$ cat src/inc/ipm_pkg.sv
/*
 * ipm_pkg: constants and carrier types for the interrupt and power mode block.
 * assumes a single 125 MHz clock domain and an 8-bit register port.
 */
package ipm_pkg;
    // register indices on the plain register port
    localparam logic [3:0] IPM_ADDR_REQ = 4'h0;   // request register
    localparam logic [3:0] IPM_ADDR_MASK = 4'h1;  // mask register
    localparam logic [3:0] IPM_ADDR_PRIO = 4'h2;  // priority register
    localparam logic [3:0] IPM_ADDR_REC1 = 4'h3;  // first recovery register
    localparam logic [3:0] IPM_ADDR_REC2 = 4'h4;  // second recovery register
    localparam logic [3:0] IPM_ADDR_STAT = 4'h5;  // mode status
    // field positions
    localparam int IPM_EDGE_L1_BIT = 7;           // request register D7: line one edge
    localparam int IPM_EDGE_L2_BIT = 6;           // request register D6: line two edge
    localparam int IPM_GLOBAL_BIT = 7;            // mask register global enable
    localparam int IPM_STOP_DLY_BIT = 5;          // first recovery register D5
    localparam int IPM_SRC_LO_BIT = 2;            // first recovery source D4..D2
    // reset values
    localparam logic [7:0] IPM_REQ_RST = 8'h00;
    localparam logic [7:0] IPM_MASK_RST = 8'h00;
    localparam logic [7:0] IPM_PRIO_RST = 8'h00;
    localparam logic [7:0] IPM_REC1_RST = 8'h20;  // stop delay on
    localparam logic [7:0] IPM_REC2_RST = 8'h00;
    // opcodes
    localparam logic [7:0] IPM_OP_NOP = 8'hFF;
    localparam logic [7:0] IPM_OP_STOP = 8'h6F;
    localparam logic [7:0] IPM_OP_HALT = 8'h7F;
    // one-shot reset delay
    localparam int IPM_POR_NS = 1000;
    localparam int IPM_CLK_NS = 8;
    localparam int IPM_POR_CYC = (IPM_POR_NS + IPM_CLK_NS - 1) / IPM_CLK_NS;
    localparam int IPM_NREQ = 6;

    typedef enum logic [1:0] {
        IPM_RUN = 2'b00,
        IPM_HALT = 2'b01,
        IPM_STOP = 2'b10,
        IPM_HOLD = 2'b11
    } ipm_mode_t;

    // grant to the core: vector address and one-hot source
    typedef struct packed {
        logic valid;
        logic [15:0] vec_addr;
        logic [5:0] src;
    } ipm_grant_t;

    // reset causes
    typedef struct packed {
        logic power_good;
        logic watchdog;
        logic low_voltage;
        logic external;
    } ipm_rst_src_t;
endpackage : ipm_pkg

$ cat src/hw/ipm_ctrl.sv
/*
 * ipm_ctrl: six-source vectored interrupt controller with power mode logic.
 * assumes pins already synchronous to mclk; the core fetches vector bytes and
 * acknowledges each grant with one pulse; opcodes arrive as decode strobes.
 */
// Overview of operation
// - six maskable prioritised requests from pins, timers
// - mask register: global enable plus per-request bits
// - request zero: line two, vector 0/1
// - request one line three, three line zero, falling
// - request two: line one, vector 4/5
// - timers raise requests four and five, vectors 8-11
// - D7/D6 select edges for lines one, two
// - priority register orders the encoder
// - grant starts cycle, disables interrupts, saves state
// - vector is 16-bit from byte pair
// - request register records while masked, pollable
// - analog mode: comparators drive requests two, zero
// - analog mode: recovery source drives request one
// - one-shot reset delay on power, watchdog, stop
// - execution held until delay expires
// - halt gates cpu clock, peripherals stay active
// - halt ends on interrupt or reset
// - decode 6F stop, 7F halt after nop
// - stop halts oscillator, powers down comparators
// - stop ends on reset or recovery, restart
// - watchdog in stop forces delay
// - permanent watchdog on rc clock cannot be stopped
// - end of count raises timer request
// - recovery register bit five controls delay
`timescale 1ns/1ps
module ipm_ctrl
    import ipm_pkg::*;
#(
    parameter int POR_CYCLES = IPM_POR_CYC
) (
    // clock and reset
    input wire logic mclk,
    input wire logic rst,
    // register port
    input wire logic [3:0] reg_addr,
    input wire logic [7:0] reg_wdata,
    input wire logic reg_wr,
    input wire logic reg_rd,
    output logic [7:0] reg_rdata,
    // pins and event sources
    input wire logic port3_line0,
    input wire logic port3_line1,
    input wire logic port3_line2,
    input wire logic port3_line3,
    input wire logic timer_zero_end,
    input wire logic timer_one_end,
    input wire logic first_analog_comparator,
    input wire logic second_analog_comparator,
    input wire logic analog_mode,
    input wire logic [7:0] recovery_lines,
    // reset causes and options
    input ipm_pkg::ipm_rst_src_t rst_src,
    input wire logic permanent_watchdog,
    input wire logic watchdog_rc_clock,
    input wire logic watchdog_stop_req,
    // core side
    input wire logic [7:0] op_code,
    input wire logic op_valid,
    input wire logic grant_ack,
    input wire logic int_reenable,
    output ipm_pkg::ipm_grant_t grant,
    output logic save_context,
    output logic cpu_clk_en,
    output logic osc_en,
    output logic comparator_en,
    output logic cpu_run,
    output logic restart,
    output logic watchdog_run
);
    import ipm_pkg::*;

    // a zero delay would leave the hold state with no count to run
    if (POR_CYCLES < 1) begin : g_bad_por
        $error("POR_CYCLES must be at least one");
    end

    logic [7:0] req_r, mask_r, prio_r, rec1_r, rec2_r;
    logic [3:0] prev_r;
    logic int_en_r;
    logic [31:0] por_cnt_r;
    logic last_op_nop_r;
    ipm_mode_t mode_r;
    logic [5:0] evt;
    logic [5:0] ack_clr;
    logic [5:0] active;
    logic [2:0] win;
    logic win_ok;
    logic [3:0] cur;
    logic rec_sel;
    logic any_rst;
    logic por_fire;

    // raw sources after analog remap
    always_comb begin
        cur[0] = analog_mode ? second_analog_comparator : port3_line2;
        cur[1] = analog_mode ? rec_sel : port3_line3;
        cur[2] = analog_mode ? first_analog_comparator : port3_line1;
        cur[3] = port3_line0;
    end

    // recovery source: second register overrides when nonzero
    always_comb begin
        if (rec2_r[1:0] != 2'b00) begin
            rec_sel = recovery_lines[{1'b0, rec2_r[1:0]} + 3'h3];
        end else begin
            rec_sel = recovery_lines[rec1_r[IPM_SRC_LO_BIT +: 3]];
        end
    end

    // edge qualification per request
    always_comb begin
        evt[0] = req_r[IPM_EDGE_L2_BIT]
                 ? (req_r[IPM_EDGE_L1_BIT] ? (cur[0] != prev_r[0]) : (~prev_r[0] & cur[0]))
                 : (prev_r[0] & ~cur[0]);
        evt[1] = prev_r[1] & ~cur[1];
        evt[2] = req_r[IPM_EDGE_L1_BIT]
                 ? (req_r[IPM_EDGE_L2_BIT] ? (cur[2] != prev_r[2]) : (~prev_r[2] & cur[2]))
                 : (prev_r[2] & ~cur[2]);
        evt[3] = prev_r[3] & ~cur[3];
        evt[4] = timer_zero_end;
        evt[5] = timer_one_end;
    end
    // note: 01 means line one falling, line two rising; 11 both edges on both

    always_ff @(posedge mclk or posedge rst) begin
        if (rst) begin
            prev_r <= 4'hF;
        end else begin
            prev_r <= cur;
        end
    end

    // active requests: pending and individually and globally enabled
    assign active = req_r[5:0] & mask_r[5:0] & {6{mask_r[IPM_GLOBAL_BIT] & int_en_r}};

    // priority encoder: prio_r[2:0] rotates the search start
    always_comb begin
        logic [2:0] idx;
        win = 3'd0;
        win_ok = 1'b0;
        idx = 3'd0;
        for (int k = IPM_NREQ - 1; k >= 0; k--) begin
            idx = 3'(({1'b0, prio_r[2:0]} + 4'(k)) % 4'd6);
            if (active[idx]) begin
                win = idx;
                win_ok = 1'b1;
            end
        end
    end

    assign ack_clr = (grant.valid && grant_ack) ? grant.src : 6'h00;

    // pending bits: set wins over clear, masked sources still record
    always_ff @(posedge mclk or posedge rst) begin
        if (rst) begin
            req_r <= IPM_REQ_RST;
        end else begin
            if (reg_wr && reg_addr == IPM_ADDR_REQ) begin
                req_r <= {reg_wdata[7:6], 2'b00, reg_wdata[3:0]} & 8'hC0 | {2'b00, reg_wdata[5:0] | evt};
            end else begin
                req_r[5:0] <= (req_r[5:0] & ~ack_clr) | evt;
            end
        end
    end

    // configuration registers
    always_ff @(posedge mclk or posedge rst) begin
        if (rst) begin
            mask_r <= IPM_MASK_RST;
            prio_r <= IPM_PRIO_RST;
            rec1_r <= IPM_REC1_RST;
            rec2_r <= IPM_REC2_RST;
        end else if (reg_wr) begin
            if (reg_addr == IPM_ADDR_MASK) begin
                mask_r <= reg_wdata;
            end else if (reg_addr == IPM_ADDR_PRIO) begin
                prio_r <= reg_wdata;
            end else if (reg_addr == IPM_ADDR_REC1) begin
                rec1_r <= reg_wdata;
            end else if (reg_addr == IPM_ADDR_REC2) begin
                rec2_r <= {6'h00, reg_wdata[1:0]};
            end
        end
    end

    // grant: vector is 2*n as 16-bit address; held until the core acks
    always_ff @(posedge mclk or posedge rst) begin
        if (rst) begin
            grant <= '0;
            save_context <= 1'b0;
            int_en_r <= 1'b1;
        end else begin
            save_context <= 1'b0;
            if (grant.valid) begin
                if (grant_ack) begin
                    grant <= '0;
                end
            end else if (win_ok && cpu_run) begin
                grant.valid <= 1'b1;
                grant.vec_addr <= {12'h000, win, 1'b0};
                grant.src <= 6'(1) << win;
                save_context <= 1'b1;
                int_en_r <= 1'b0;
            end else if (int_reenable) begin
                int_en_r <= 1'b1;
            end
        end
    end

    assign any_rst = rst_src.power_good | rst_src.watchdog | rst_src.low_voltage | rst_src.external;
    // one-shot fires on power good, watchdog, or stop recovery with delay
    assign por_fire = rst_src.power_good | rst_src.watchdog
                      | (mode_r == IPM_STOP && rec_sel && rec1_r[IPM_STOP_DLY_BIT]);

    // power mode machine
    always_ff @(posedge mclk or posedge rst) begin
        if (rst) begin
            mode_r <= IPM_HOLD;
            por_cnt_r <= 32'(POR_CYCLES);
            restart <= 1'b0;
            last_op_nop_r <= 1'b0;
        end else begin
            restart <= 1'b0;
            if (op_valid) begin
                last_op_nop_r <= (op_code == IPM_OP_NOP);
            end
            if (por_fire) begin
                mode_r <= IPM_HOLD;
                por_cnt_r <= 32'(POR_CYCLES);
            end else begin
                case (mode_r)
                    IPM_HOLD: begin
                        if (por_cnt_r <= 32'd1) begin
                            mode_r <= IPM_RUN;
                            restart <= 1'b1;
                        end else begin
                            por_cnt_r <= por_cnt_r - 32'd1;
                        end
                    end
                    IPM_RUN: begin
                        if (op_valid && last_op_nop_r && op_code == IPM_OP_STOP) begin
                            mode_r <= IPM_STOP;
                        end else if (op_valid && last_op_nop_r && op_code == IPM_OP_HALT) begin
                            mode_r <= IPM_HALT;
                        end
                    end
                    IPM_HALT: begin
                        if (win_ok || any_rst) begin
                            mode_r <= IPM_RUN;
                            restart <= any_rst;
                        end
                    end
                    IPM_STOP: begin
                        if (any_rst || rec_sel) begin
                            mode_r <= IPM_RUN;
                            restart <= 1'b1;
                        end
                    end
                    default: mode_r <= IPM_HOLD;
                endcase
            end
        end
    end

    // mode outputs registered from the current mode_r, one cycle behind it
    always_ff @(posedge mclk or posedge rst) begin
        if (rst) begin
            cpu_clk_en <= 1'b0;
            osc_en <= 1'b1;
            comparator_en <= 1'b1;
            cpu_run <= 1'b0;
            watchdog_run <= 1'b1;
        end else begin
            cpu_clk_en <= (mode_r == IPM_RUN);
            cpu_run <= (mode_r == IPM_RUN);
            osc_en <= (mode_r != IPM_STOP);
            comparator_en <= (mode_r != IPM_STOP);
            watchdog_run <= (permanent_watchdog && watchdog_rc_clock) || !watchdog_stop_req;
        end
    end

    // read port: data in the cycle after the strobe
    always_ff @(posedge mclk or posedge rst) begin
        if (rst) begin
            reg_rdata <= 8'h00;
        end else if (reg_rd) begin
            if (reg_addr == IPM_ADDR_REQ) begin
                reg_rdata <= req_r;
            end else if (reg_addr == IPM_ADDR_MASK) begin
                reg_rdata <= mask_r;
            end else if (reg_addr == IPM_ADDR_PRIO) begin
                reg_rdata <= prio_r;
            end else if (reg_addr == IPM_ADDR_REC1) begin
                reg_rdata <= rec1_r;
            end else if (reg_addr == IPM_ADDR_REC2) begin
                reg_rdata <= rec2_r;
            end else if (reg_addr == IPM_ADDR_STAT) begin
                reg_rdata <= {5'h00, int_en_r, mode_r};
            end else begin
                reg_rdata <= 8'h00;
            end
        end else begin
            reg_rdata <= 8'h00;
        end
    end

    // checks
    a_timer_pending: assert property (@(posedge mclk) disable iff (rst)
        timer_zero_end |=> req_r[4])
        else $error("timer zero end not recorded");
    a_masked_record: assert property (@(posedge mclk) disable iff (rst)
        (evt[1] && !mask_r[1] && !(reg_wr && reg_addr == IPM_ADDR_REQ)) |=> req_r[1])
        else $error("masked request lost");
    a_grant_vector: assert property (@(posedge mclk) disable iff (rst)
        grant.valid |-> grant.vec_addr == {12'h000, 3'(grant.src == 6'h02 ? 1 : grant.src == 6'h04 ? 2 :
            grant.src == 6'h08 ? 3 : grant.src == 6'h10 ? 4 : grant.src == 6'h20 ? 5 : 0), 1'b0})
        else $error("vector does not match source");
    a_grant_disables: assert property (@(posedge mclk) disable iff (rst)
        $rose(grant.valid) |-> !int_en_r && save_context)
        else $error("grant did not disable");
    a_global_mask: assert property (@(posedge mclk) disable iff (rst)
        !mask_r[IPM_GLOBAL_BIT] |=> !$rose(grant.valid))
        else $error("grant while globally masked");
    a_ack_clears: assert property (@(posedge mclk) disable iff (rst)
        (grant.valid && grant_ack && !(|(evt & grant.src)) && !(reg_wr && reg_addr == IPM_ADDR_REQ))
        |=> !(|(req_r[5:0] & $past(grant.src))))
        else $error("pending not cleared");
    a_stop_clocks: assert property (@(posedge mclk) disable iff (rst)
        mode_r == IPM_STOP |=> !osc_en && !comparator_en)
        else $error("stop left clocks on");
    a_hold_no_run: assert property (@(posedge mclk) disable iff (rst)
        mode_r == IPM_HOLD |=> !cpu_run)
        else $error("ran during reset delay");
    a_perm_watchdog: assert property (@(posedge mclk) disable iff (rst)
        (permanent_watchdog && watchdog_rc_clock) |=> watchdog_run)
        else $error("watchdog stopped");
    a_halt_exit: assert property (@(posedge mclk) disable iff (rst)
        (mode_r == IPM_HALT && win_ok && !por_fire) |=> mode_r == IPM_RUN)
        else $error("halt not left");
    // rising-only select must ignore a falling line two
    a_line_two_rise: assert property (@(posedge mclk) disable iff (rst)
        (req_r[7:6] == 2'b01 && prev_r[0] && !cur[0]) |-> !evt[0])
        else $error("falling edge taken in rising-only select");
    a_analog_remap: assert property (@(posedge mclk) disable iff (rst)
        (analog_mode && $past(analog_mode) && $changed(first_analog_comparator) && req_r[7:6] == 2'b11)
        |=> req_r[2])
        else $error("comparator event not raised as request two");
    a_sleep_needs_nop: assert property (@(posedge mclk) disable iff (rst)
        (mode_r == IPM_RUN && op_valid && !last_op_nop_r) |=> mode_r inside {IPM_RUN, IPM_HOLD})
        else $error("sleep entered without flush");
    a_stop_entry: assert property (@(posedge mclk) disable iff (rst)
        (mode_r == IPM_RUN && op_valid && last_op_nop_r && op_code == IPM_OP_STOP && !por_fire)
        |=> mode_r == IPM_STOP)
        else $error("stop not entered");
    a_stop_restart: assert property (@(posedge mclk) disable iff (rst)
        (mode_r == IPM_STOP && !por_fire && (any_rst || rec_sel)) |=> mode_r == IPM_RUN && restart)
        else $error("stop not left with restart");
    a_wd_stop_delay: assert property (@(posedge mclk) disable iff (rst)
        (mode_r == IPM_STOP && rst_src.watchdog) |=> mode_r == IPM_HOLD)
        else $error("watchdog in stop skipped the delay");
    a_hold_counts: assert property (@(posedge mclk) disable iff (rst)
        (mode_r == IPM_HOLD && por_cnt_r > 32'd1 && !por_fire) |=> mode_r == IPM_HOLD)
        else $error("reset delay cut short");
    a_grant_in_run: assert property (@(posedge mclk) disable iff (rst)
        $rose(grant.valid) |-> $past(cpu_run))
        else $error("grant issued while core clock stopped");
    a_pending_set: assert property (@(posedge mclk) disable iff (rst)
        (|evt) |=> (req_r[5:0] & $past(evt)) == $past(evt))
        else $error("qualified edge not recorded");
    c_grant: cover property (@(posedge mclk) disable iff (rst) $rose(grant.valid));
    c_halt_wake: cover property (@(posedge mclk) disable iff (rst) mode_r == IPM_HALT ##1 mode_r == IPM_RUN);
    c_stop_wake: cover property (@(posedge mclk) disable iff (rst) mode_r == IPM_STOP ##1 mode_r == IPM_RUN);
    c_stop_hold: cover property (@(posedge mclk) disable iff (rst) mode_r == IPM_STOP ##1 mode_r == IPM_HOLD);
    c_analog_event: cover property (@(posedge mclk) disable iff (rst) analog_mode && evt[1]);
endmodule : ipm_ctrl

$ cat config.mk
export PLATFORM = sky130hd
export DESIGN_NAME = ipm_ctrl
export DESIGN_NICKNAME = d
export VERILOG_FILES = /design/src/inc/ipm_pkg.sv /design/src/hw/ipm_ctrl.sv
export SDC_FILE = /design/constraint.sdc
export NUM_CORES = 1
export LEC_CHECK = 0
export BUFFER_PORTS_ARGS = -buffer_cell sky130_fd_sc_hd__buf_2
export CAP_MARGIN = 5
export CORE_MARGIN = 2
export CORE_UTILIZATION = 45
export DETAILED_ROUTE_END_ITERATION = 6
export GPL_TIMING_DRIVEN = 1
export PLACE_DENSITY = 0.68
export SETUP_SLACK_MARGIN = 0.02
export SYNTH_ARGS = -nofsm -noshare
export SYNTH_HDL_FRONTEND = slang
export SYNTH_SLANG_ARGS = --single-unit
$ cat constraint.sdc
create_clock -name mclk -period 3.2 [get_ports mclk]
set_clock_uncertainty 0.15 [all_clocks]
set_input_delay 0.48 -clock mclk [delete_from_list [all_inputs] [get_ports mclk]]
set_output_delay 0.48 -clock mclk [all_outputs]
set_load 0.1 [all_outputs]
==> results.txt <==
Final Non-Filler Cells: 875
Area of the multi-input gates: 3290 µm²
Vias in the first global route: 4809
Critical path class: reg -> reg
Clock power frac: 26.4%
Power per Cell Area: 589 nW/µm²
Post-Synth Adder-Cell Area: 3.15%
Synth top area cells: dfrtp_1, dfstp_2, mux2_2
Critical path endpoint category: flop
Chip width: 119 µm
Synth warn: 0
Clk sink count: 97
Most common cell after layout, fill and taps aside: dfrtp_1
Max Cap Violations: 0
GP Congestion: 0.867
Top cell type's share of synthesized area: 34.0%
HPWL after DPL: 11400 µm
Most used DFF post-synth: dfrtp_1
Root Driver: clkbuf_16
RSZ-0062 raised after global routing: yes
Initial DRC count: 456
Seq. cell area: 2450 µm²
Max-slew violation count: 0
Status: complete, no violations
Slew HR: 50.8%
Largest net degree at the start of global routing: 62
Final hold violations: 0
Clock tree from TritonCTS: done
Yosys reg bits: 97
Simple-gate portion of the synthesized area: 20.7%
P_int: 2.58 mW
Fin nets: 760
Asr flop ratio synth: 100%
Longest Clk Path Bufs: 2
Post-synthesis compound-gate area fraction: 16.1%
Dominant cell type by area after synthesis: dfrtp_1
Hold WC Path Type: in -> async
Postcts setup bufs: 0
DRC: 0
Layout area overhead: 15.7%
Ant diodes: 0
Mux share of post-synthesis cell area: 9.00%
Final setup fails: 0
Max incr delay on CP: 0.47 ns
Avg Vias per Cell: 5.75
I/O pins: 89
Share of cells above drive strength 1: 27.6%
Gate count after technology mapping: 616
IO Port Bufs: 75
Inst Count DP: 859
Overflow after GRT: 0
DRT Wirelength: 15100 µm
Wire length per cell after detailed routing: 17.2 µm
# rows: 42
Reg clk slew, reported paths: 0.07 ns
Post-route clock period utilization: 94.6%
H-tree Lvls: 3
Worst path cell trace: ha_1 -> buf_4 -> or3_1 -> and2_0 -> a221oi_2 -> nor3_1 -> o41ai_4 -> and2_1 -> a22o_1
Crit-path slowest cell: dfrtp_1
Initial antenna violation count: 0
Seq/Total Area, Yosys: 41.0%
Number of distinct library cells after synthesis: 77
Filler cells: 1226
Worst vdd ir: 0.337 mV
Number of flops mapped to enable cells by yosys: 0
Core ar.: 13100 µm²
Tmin final: 3.03 ns
DRT Pass-1 Iters: 5
Leak: 3.03 nW
CP max FO: 16
First-pass GRT wire length: 24300 µm
Slew @ Worst Pin: 0.730 ns
Most frequent cells in the layout: dfrtp_1, buf_2, nand2_1, nor2_1
ANT nets after route: 0
Critical path required time: 3.34 ns
Synth Cell Area: 5960 µm²
Worst setup SP type: flop
Fmax achieved: 0.330 GHz
P_sw: 1.48 mW
Via count: 5034
Worst-Skew Late Latency: 0.35 ns
Sequential Power Share: 35.5%
Post-synthesis xor/xnor area fraction: 4.07%
Number of CTS-inserted buffers: 9
Hold Slack: 0.105 ns
Initial core utilization: 45.6%
GRT Total Usage: 21.6%
CP arrival: 3.16 ns
Post-Syn Area per Cell: 9.68 µm²
Combinational power share: 38.1%
Die Span Y: 119 µm
Largest family of logic cells by synthesized area: simple AND/OR/NAND/NOR gates
Die ar.: 14200 µm²
Switching power share of the total: 36.5%
cell usage after synthesis (all sizes together), types with 12 or more instances:
cell / count
a21oi: 32
buf: 27
clkbuf: 18
dfrtp: 81
dfstp: 16
ha: 15
inv: 23
mux2: 29
mux2i: 12
nand2: 53
nand2b: 13
nand3: 23
nor2: 52
nor3: 19
o21ai: 22
o31ai: 12
or4: 12
xnor2: 12
xor2: 14
power groups by stage:
stage               Combinational [mW]  Sequential [mW]  Clock (mW)
floorplan                         1.05             1.49           0
CTS                               1.47             1.44        1.10
detailed placement                1.46             1.46           0
global route                      1.68             1.46        1.15
global placement                  1.45             1.46           0
finish                            1.55             1.44        1.07
critical path: cells and delay by family (launching register included):
family / cells / cell delay, ns
adder cells (fa/ha/maj): 1 / 0.27
buffers and inverters: 1 / 0.21
AO/OA/AOI/OAI: 3 / 0.80
AND/OR/NAND/NOR: 4 / 1.07
flip-flops: 1 / 0.47
per-layer routing:
metal	vias to the layer above	track usage, %	wire (µm)
met5	-	0	0
met4	0	6.92	259
met3	21	4.21	839
met2	163	34.7	7150
met1	2465	29.5	6810
li1	2385	-	-
metrics by stage:
stage	setup WS (ns)	util (%)	TNS, ns	total power [mW]	cell area [µm²]
2_1_floorplan	0.0465	-	0	2.54	6010
3_3_place_gp	0.0753	50.0	0	2.91	6550
3_5_place_dp	0.0141	50.0	0	2.93	6550
4_1_cts	0.0359	52.3	0	4.02	6840
5_1_grt	-0.0119	52.7	-0.0119	4.28	6900
6_report	0.171	52.7	0	4.07	6900
flip-flops by register name (all words and copies together) (netlist names), 2 cells and up:
signal     cells
mode_r         2
prev_r         4
req_r          8
mask_r         8
rec1_r         8
reg_rdata      8
prio_r         8
grant         10
rec2_r         2
por_cnt_r     32
repair_timing:
action	in CTS	in global routing
hold buffers	0	0
pin swaps	0	1
setup endpoints to repair	1	12
gates resized for setup	1	13
hold endpoints to repair	0	0
final timing paths:
kind | from | to | slack, ns | depth (start not counted)
min in group mclk | watchdog_stop_req | watchdog_run | 0.11 | 2
max | prio_r[2] | grant[9] | 0.17 | 9
min reg2reg | grant[7] | grant[7] | 0.36 | 2
max reg2reg | prio_r[2] | grant[9] | 0.17 | 9
max in group asynchronous | rst | por_cnt_r[2] | 2.00 | 3
min | rst | rec1_r[6] | 0.10 | 2
final cells by class:
type	count	share of cell area [%]
repair buffers	100	8.16
multi-input cells	463	47.6
well taps	176	3.19
flip-flops and latches	97	35.5
inverters	23	1.29
clock buffers	13	3.63
clock inverters	3	0.617
cell families after synthesis:
logic type                 after synthesis
muxes                                   45
xor gates and xnor gates                26
adders and majority gates               15
other                                    1
buffers and inverters                   68
AOI/OAI and AO/OA                      133
and+or+nand+nor                        231
DFF                                     97
(Power assumes the default switching activity.)
